===== config.mk =====
export PLATFORM = sky130hd
export DESIGN_NAME = spi_flash_protect_hold_status
export DESIGN_NICKNAME = d
export VERILOG_FILES = /design/src/spi_flash_guard_pkg.sv /design/src/spi_flash_protect_hold_status.sv
export SDC_FILE = /design/constraint.sdc
export NUM_CORES = 1
export LEC_CHECK = 0
export BUFFER_PORTS_ARGS = -buffer_cell sky130_fd_sc_hd__buf_2
export CORE_MARGIN = 8
export CORE_UTILIZATION = 40
export CTS_CLUSTER_DIAMETER = 120
export CTS_CLUSTER_SIZE = 8
export DETAILED_ROUTE_END_ITERATION = 12
export SETUP_SLACK_MARGIN = 0.02
export SYNTH_ARGS = -nofsm -noshare
export SYNTH_HDL_FRONTEND = slang
export SYNTH_SLANG_ARGS = --single-unit

===== constraint.sdc =====
create_clock -name sys_clk_i -period 6.99 [get_ports sys_clk_i]
set_input_delay 1.398 -clock sys_clk_i [delete_from_list [all_inputs] [get_ports sys_clk_i]]
set_output_delay 1.398 -clock sys_clk_i [all_outputs]
set_load 0.03 [all_outputs]

===== src/spi_flash_guard_pkg.sv =====
package spi_flash_guard_pkg;
   localparam int unsigned CLK_MHZ         = 50;
   localparam int unsigned PROG_TIME_US    = 1500;
   localparam int unsigned SECT_ERASE_MS   = 500;
   localparam int unsigned BULK_ERASE_MS   = 6000;
   localparam int unsigned STAT_WRITE_MS   = 15;
   localparam int unsigned PROG_CYCLES     = PROG_TIME_US * CLK_MHZ;
   localparam int unsigned SECT_CYCLES     = SECT_ERASE_MS * 1000 * CLK_MHZ;
   localparam int unsigned BULK_CYCLES     = BULK_ERASE_MS * 1000 * CLK_MHZ;
   localparam int unsigned STAT_CYCLES     = STAT_WRITE_MS * 1000 * CLK_MHZ;

   localparam logic [7:0] LATCH_SET_CMD    = 8'h06;
   localparam logic [7:0] LATCH_CLEAR_CMD  = 8'h04;
   localparam logic [7:0] STATUS_READ_CMD  = 8'h05;
   localparam logic [7:0] STATUS_WRITE_CMD = 8'h01;
   localparam logic [7:0] PAGE_WRITE_CMD   = 8'h02;
   localparam logic [7:0] SECTOR_WIPE_CMD  = 8'hD8;
   localparam logic [7:0] FULL_WIPE_CMD    = 8'hC7;

   // Status byte layout
   localparam int unsigned CYCLE_ACTIVE_POS = 0;
   localparam int unsigned WRITE_LATCH_POS  = 1;
   localparam int unsigned BLOCK_GUARD_LSB  = 2;
   localparam int unsigned STATUS_LOCK_POS  = 7;
   localparam logic [2:0]  BLOCK_GUARD_RST  = 3'h0;
   localparam logic        STATUS_LOCK_RST  = 1'b0;

   // Frame bit counts
   localparam logic [5:0] CMD_BITS   = 6'h08;
   localparam logic [5:0] STAT_BITS  = 6'h10;
   localparam logic [5:0] ADDR_BITS  = 6'h20;
   localparam logic [5:0] PROG_BITS  = 6'h28;
   localparam logic [5:0] BITS_MAX   = 6'h3F;

   localparam int unsigned SECTOR_LSB = 16;
   localparam int unsigned SECTOR_MSB = 19;

   typedef enum logic [1:0] {
      OP_PROGRAM = 2'b00,
      OP_SECTOR  = 2'b01,
      OP_BULK    = 2'b10
   } array_op_t;

   typedef struct packed {
      logic        valid;
      array_op_t   op;
      logic [23:0] addr;
   } array_cmd_t;

   // Protected range per guard code
   function automatic logic guard_hit(input logic [2:0] bp, input logic [23:0] addr);
      case (bp)
         3'h0:    guard_hit = 1'b0;
         3'h1:    guard_hit = (addr[SECTOR_MSB:SECTOR_LSB] == 4'hF);
         3'h2:    guard_hit = (addr[SECTOR_MSB:SECTOR_LSB+1] == 3'h7);
         3'h3:    guard_hit = (addr[SECTOR_MSB:SECTOR_LSB+2] == 2'h3);
         3'h4:    guard_hit = addr[SECTOR_MSB];
         default: guard_hit = 1'b1;
      endcase
   endfunction : guard_hit
endpackage : spi_flash_guard_pkg


===== src/spi_flash_protect_hold_status.sv =====
`timescale 1ns/10ps
// What this block does
// Busy flag high exactly while a status-write, program or erase cycle runs.
// Controller may poll the busy flag instead of waiting worst case.
// Write-latch flag mirrors the internal write latch.
// Three guard bits are kept and select the shielded array portion.
// Guard codes map to none, top 1/16, 1/8, 1/4, 1/2, or everything.
// Lock bit plus asserted write-guard pin freezes lock and guard bits.
// Controller sets the latch before every program, erase or status write.
// Latch clears on power-up, latch-clear, and end of write cycles.
// Write-type instructions run only if clock count is a multiple of eight.
// Active while selected or busy, otherwise standby.
// Pause gates the serial clock and never aborts a running cycle.
// Controller asserts pause only while chip select is low.
// Pause starts at pause fall if clock low, else at next clock low.
// Pause ends at pause rise if clock low, else at next clock low.
// While paused, output floats and clock and data input are ignored.
// Deselect during pause resets the interface, dropping the instruction.
// Controller releases pause before selecting again after such deselect.
// Sixteen 64 KiB sectors; sector n starts at n times 10000h.
// Program only clears bits; erase sets them back to one.
// Status register readable at any time, even during a cycle.
// Status bits: busy 0, latch 1, guard 4:2, lock 7.
// Program or erase aimed at a protected address is ignored.
module spi_flash_protect_hold_status
   import spi_flash_guard_pkg::*;
#(
   parameter int unsigned PROG_CNT = PROG_CYCLES,
   parameter int unsigned SECT_CNT = SECT_CYCLES,
   parameter int unsigned BULK_CNT = BULK_CYCLES,
   parameter int unsigned STAT_CNT = STAT_CYCLES
) (
   input  wire logic        sys_clk_i,
   input  wire logic        nrst_i,
   input  wire logic        sck_i,
   input  wire logic        cs_n_i,
   input  wire logic        si_i,
   input  wire logic        hold_n_i,
   input  wire logic        wp_n_i,
   output logic             so_o,
   output logic             so_oe_n_o,
   output logic [7:0]       status_flags_o,
   output logic             power_active_o,
   output array_cmd_t       array_cmd_o
);
   logic [4:0]  sync1;
   logic [4:0]  sync2;
   logic        sck_d;
   logic        cs_d;
   logic        sck_s, cs_s, si_s, hold_s, wp_s;

   logic        paused,      next_paused;
   logic [5:0]  nbits,       next_nbits;
   logic [2:0]  phase,       next_phase;
   logic [31:0] shreg,       next_shreg;
   logic [7:0]  cmd,         next_cmd;
   logic [23:0] addr,        next_addr;
   logic [7:0]  wdata,       next_wdata;
   logic        reading,     next_reading;
   logic [2:0]  out_idx,     next_out_idx;
   logic        so,          next_so;
   logic        latch,       next_latch;
   logic [2:0]  bp,          next_bp;
   logic        lock,        next_lock;
   logic [31:0] timer,       next_timer;
   array_cmd_t  acmd,        next_acmd;

   logic sck_rise, sck_fall, cs_rise, busy, hard_guard, clk_ok;

   // Pins are asynchronous to the system clock
   always_ff @(posedge sys_clk_i or negedge nrst_i) begin
      if (!nrst_i) begin
         // Idle pin levels, so that no false clock edge follows reset
         sync1 <= 5'h0B;
         sync2 <= 5'h0B;
         sck_d <= 1'b0;
         cs_d  <= 1'b1;
      end else begin
         sync1 <= {sck_i, cs_n_i, si_i, hold_n_i, wp_n_i};
         sync2 <= sync1;
         sck_d <= sck_s;
         cs_d  <= cs_s;
      end
   end

   assign {sck_s, cs_s, si_s, hold_s, wp_s} = sync2;
   assign busy       = (timer != 32'h0);
   assign hard_guard = lock & ~wp_s;
   assign clk_ok     = ~cs_s & ~paused;
   assign sck_rise   = clk_ok & sck_s & ~sck_d;
   assign sck_fall   = clk_ok & ~sck_s & sck_d;
   assign cs_rise    = cs_s & ~cs_d;

   always_comb begin
      next_paused  = paused;
      next_nbits   = nbits;
      next_phase   = phase;
      next_shreg   = shreg;
      next_cmd     = cmd;
      next_addr    = addr;
      next_wdata   = wdata;
      next_reading = reading;
      next_out_idx = out_idx;
      next_so      = so;
      next_latch   = latch;
      next_bp      = bp;
      next_lock    = lock;
      next_timer   = busy ? timer - 32'h1 : timer;
      next_acmd    = '0;

      if (timer == 32'h1) begin
         next_latch = 1'b0;
      end

      // Pause tracks the synchronised clock level: entry or exit waits for it low
      if (cs_s) begin
         next_paused = 1'b0;
      end else if (!sck_s) begin
         next_paused = ~hold_s;
      end

      if (sck_rise) begin
         next_shreg = {shreg[30:0], si_s};
         next_phase = phase + 3'h1;
         if (nbits != BITS_MAX) begin
            next_nbits = nbits + 6'h1;
         end
         if (nbits == CMD_BITS - 6'h1) begin
            next_cmd     = {shreg[6:0], si_s};
            next_reading = ({shreg[6:0], si_s} == STATUS_READ_CMD);
         end
         if (nbits == STAT_BITS - 6'h1) begin
            next_wdata = {shreg[6:0], si_s};
         end
         if (nbits == ADDR_BITS - 6'h1) begin
            next_addr = {shreg[22:0], si_s};
         end
      end

      if (sck_fall && reading) begin
         next_so      = status_flags_o[3'h7 - out_idx];
         next_out_idx = out_idx + 3'h1;
      end

      if (cs_rise) begin
         next_nbits   = 6'h0;
         next_phase   = 3'h0;
         next_reading = 1'b0;
         next_out_idx = 3'h0;
         next_cmd     = 8'h00;
         // Deselect while paused drops the frame unexecuted
         if (!paused && !busy && phase == 3'h0 && nbits != 6'h0) begin
            if (cmd == LATCH_SET_CMD && nbits == CMD_BITS) begin
               next_latch = 1'b1;
            end else if (cmd == LATCH_CLEAR_CMD && nbits == CMD_BITS) begin
               next_latch = 1'b0;
            end else if (cmd == STATUS_WRITE_CMD && latch && nbits == STAT_BITS
                         && !hard_guard) begin
               next_bp    = wdata[BLOCK_GUARD_LSB +: 3];
               next_lock  = wdata[STATUS_LOCK_POS];
               next_timer = STAT_CNT;
            end else if (cmd == PAGE_WRITE_CMD && latch && nbits >= PROG_BITS
                         && !guard_hit(bp, addr)) begin
               next_acmd  = '{valid: 1'b1, op: OP_PROGRAM, addr: addr};
               next_timer = PROG_CNT;
            end else if (cmd == SECTOR_WIPE_CMD && latch && nbits == ADDR_BITS
                         && !guard_hit(bp, addr)) begin
               next_acmd  = '{valid: 1'b1, op: OP_SECTOR, addr: addr};
               next_timer = SECT_CNT;
            end else if (cmd == FULL_WIPE_CMD && latch && nbits == CMD_BITS
                         && bp == 3'h0) begin
               next_acmd  = '{valid: 1'b1, op: OP_BULK, addr: 24'h0};
               next_timer = BULK_CNT;
            end
         end
      end
   end

   always_ff @(posedge sys_clk_i or negedge nrst_i) begin
      if (!nrst_i) begin
         paused  <= 1'b0;
         nbits   <= 6'h0;
         phase   <= 3'h0;
         shreg   <= 32'h0;
         cmd     <= 8'h00;
         addr    <= 24'h0;
         wdata   <= 8'h00;
         reading <= 1'b0;
         out_idx <= 3'h0;
         so      <= 1'b0;
         latch   <= 1'b0;
         bp      <= BLOCK_GUARD_RST;
         lock    <= STATUS_LOCK_RST;
         timer   <= 32'h0;
         acmd    <= '0;
      end else begin
         paused  <= next_paused;
         nbits   <= next_nbits;
         phase   <= next_phase;
         shreg   <= next_shreg;
         cmd     <= next_cmd;
         addr    <= next_addr;
         wdata   <= next_wdata;
         reading <= next_reading;
         out_idx <= next_out_idx;
         so      <= next_so;
         latch   <= next_latch;
         bp      <= next_bp;
         lock    <= next_lock;
         timer   <= next_timer;
         acmd    <= next_acmd;
      end
   end

   assign status_flags_o = {lock, 2'b00, bp, latch, busy};
   assign so_o           = so;
   assign so_oe_n_o      = ~(reading & clk_ok);
   assign power_active_o = ~cs_s | busy;
   assign array_cmd_o    = acmd;
endmodule : spi_flash_protect_hold_status


==> metrics.md <==
| Metric | Value |
|---|---|
| Slew headroom | `0.417` |
| Tot GR Track Use | `0.146` |
| Syn Std Cell Area | `~6500 um^2` |
| Post-synth cell types | `slightly below 60` |
| Layout Area Growth over Synthesis | `15.6%` |
| Post-synth EDFFs | `0` |
| # setup viols final | `0` |
| Gate count after technology mapping | `between 500 and 600` |
| TNS Setup | `0 ns` |
| Period utilization | `0.528` |
| Status | `complete, no violations` |
| Share of cells above drive strength 1 | `0.219` |
| Largest stage delay on the critical path | `between 0.5 and 0.6 ns` |
| CP max FO | `16` |
| Clock skew | `between 0.01 and 0.015 ns` |
| Finished Cell Area | `7470 um^2` |
| Setup ws final | `approximately 3.3 ns` |
| Die area | `20500 um^2` |
| Synth Warn # | `0` |
| Share of the synthesized area in the top cell type | `0.554` |
| Post-synth top flop | `dfrtp_1` |
| GRT overflow | `0` |
| Critical path required time | `5.59 ns` |
| Post-DRT Antenna Nets | `0` |
| Total power | `between 1500 and 2000 uW` |
| Final hold slack | `approximately 0.36 ns` |
| DR vias | `4297` |
| WL final | `13.8 mm` |
| Count of hold buffers inserted by post-cts repair | `0` |
| Pre-CTS WS | `approximately 3.7 ns` |
| Top-count cell post-synth | `dfrtp_1` |
| Switch Pwr | `between 400 and 500 uW` |
| Die X | `143 um` |
| Initial antenna violation count | `0` |
| Clk_lat worst skew | `0.42 ns` |
| Startpoint class of the critical path | `flop` |
| Fmax | `around 270 MHz` |
| Core area | `roughly 16000 um^2` |
| Worst-Margin Slew | `slightly below 0.9 ns` |
| Leading area contributor after synthesis | `dfrtp_1` |
| Combinational power share | `0.030` |
| First-pass GRT wire length | `23.4 mm` |
| Final nets | `640` |
| CTS sink count | `150` |
| Vias in the first global route | `4481` |
| Peak VDD IR | `about 0.2 mV` |
| Internal Power | `1450 uW` |
| Rows | `between 40 and 50` |
| Syn Area/Cell | `11.1 um^2` |
| Drt pass-1 iters | `4` |
| CP delay by family, top | `simple AND/OR/NAND/NOR gates` |
| Buf/Inv on CP | `3` |
| Root Driver | `clkbuf_16` |
| Remaining DRCs | `0` |
| Yosys reg bits | `150` |
| Post_cts resized | `0` |
| DR iter-0 viols | `just over 300` |
| Routability cong. | `0.855` |
| CTS clk-pin slew, worst paths | `approximately 0.06 ns` |
| DR vias/cell | `a little over 5` |
| Placement Cell Area | `between 6000 and 7000 um^2` |
| Initial Utilization | `0.408` |
| Worst hold path type | `flop to flop` |
| Dpl hpwl | `around 9.0 mm` |
| IO Port Bufs | `42` |
| Largest net degree at the start of global routing | `86` |
| Max H-tree Level | `4` |
| Sw frac | `0.234` |
| Leakage | `between 0.003 and 0.004 uW` |
| Asr flop ratio synth | `1.00` |
| Pins over their slew limit | `0` |
| Post-CTS Setup Repair Bufs | `0` |
| CTS tree | `built` |
| CTS max path bufs | `2` |
| Fin. Hold Viols | `0` |
| Clock power share | `0.489` |
| Worst EP arrival | `2.29 ns` |
| Setup CP Type | `flop to output pin` |
| I/O pins | `45` |
| Crit-path cells | `or4_4, nand2b_4, nor3_2, buf_4, inv_6, buf_2` |
| Num CTS Buffers | `17` |
| Avg WL per Cell | `16.1 um` |
| Antenna diodes | `0` |
| Slowest stage cell, crit path | `or4_4` |
| Max Cap Viol | `0` |
| Register area share after synthesis | `0.582` |
| Pwr/cell area | `between 200 and 300 nW/um^2` |
| Overall die height | `between 100 and 150 um` |
| Synth top cells by count | `dfrtp_1, nand2_1, nand3_1, mux2_2, and2_1` |
| Synth top area cells | `dfrtp_1, nand2_1, mux2_2` |
| RSZ-0062 raised after global routing | `no` |
| Sequential Power Share | `0.481` |
| Final period demand of the worst path | `~3.7 ns` |
| CP Capture Type | `output pin` |
## stage by stage
step / util / cells
after floorplan: - / 582
after global placement: 0.434 / 823
after detailed placement: 0.434 / 823
after CTS: 0.472 / 855
after global routing: 0.472 / 855
final: 0.472 / 855
## per-layer routing
| layer | track usage | up-vias | part of all wire |
|---|---|---|---|
| li1 | - | 2062 | - |
| met1 | 0.183 | 2160 | 0.45 |
| met2 | 0.241 | 65 | 0.50 |
| met3 | 0.0381 | 10 | 0.032 |
| met4 | 0.0453 | 0 | 0.012 |
| met5 | 0 | - | 0 |
## final timing paths
| kind | startpoint | to | slack (ns) | depth (start not counted) |
|---|---|---|---|---|
| worst max-delay path | timer[23]$_DFF_PN0_ | status_flags_o[0] | 3.30 | 6 |
| worst min-delay path | sync1[4]$_DFF_PN0_ | sync2[4]$_DFF_PN0_ | 0.36 | 0 |
| worst max register to register | sync2[3]$_DFF_PN1_ | array_cmd_o[7]$_DFF_PN0_ | 4.36 | 6 |
| worst min register to register | sync1[4]$_DFF_PN0_ | sync2[4]$_DFF_PN0_ | 0.36 | 0 |
| max in group asynchronous | nrst_i | timer[1]$_DFF_PN0_ | 4.69 | 2 |
| min in group asynchronous | nrst_i | sync2[4]$_DFF_PN0_ | 1.02 | 1 |
## layout by cell type (no fill, tap or decap), types with 5 or more instances in the layout
cell and n:
dfstp_2 7, inv_1 13, nor2_1 25, ha_1 7, nand3_1 38, nor4_1 11, nand4_1 9, xnor2_1 9
and3_1 5, inv_6 8, nor3_1 9, buf_4 6, clkbuf_16 17, o21ai_0 14, or3_1 5, nand2_1 116
buf_2 41, dfrtp_1 143, and2_1 27, mux2_2 29, a21oi_1 7, xor2_1 22, o31ai_1 6, nand3b_1 6
## power groups by stage
stage                     Sequential, uW  Combinational (uW)  Clock [uW]
after floorplan                      919                32.7           0
after global placement               926                57.2           0
after detailed placement             927                59.2           0
after CTS                            911                59.4         947
after global routing                 914                67.9         989
final                                911                56.9         925
## sequential cells by signal, indices dropped and copies added (netlist names)
signal       flops
phase            3
bp               3
array_cmd_o     27
sync2            5
shreg           23
wdata            4
out_idx          3
lock             1
latch            1
sync1            5
so_o             1
addr            24
sck_d            1
paused           1
timer           32
reading          1
nbits            6
cmd              8
cs_d             1
## cells by family (layout without fill, tap and decap cells)
group,count (synthesis),in the layout,synth area share
simple gates,288,288,0.240
xor+xnor,31,31,0.0420
fa+ha+maj,7,7,0.0136
buf+inv,37,94,0.0304
mux,35,35,0.0622
other cells,1,2,0.000581
compound gates,32,32,0.0289
flops,150,150,0.582
## final cells by class
type,instances,area (um^2)
Multi-Input combinational cell,395,2510
Timing Repair Buffer,48,262
Clock inverter,14,161
Tap cell,216,270
Inverter,14,57.6
Clock buffer,18,439
Fill cell,1453,8360
Sequential cell,150,3760
Note: power is estimated with default switching activity, not from simulation.
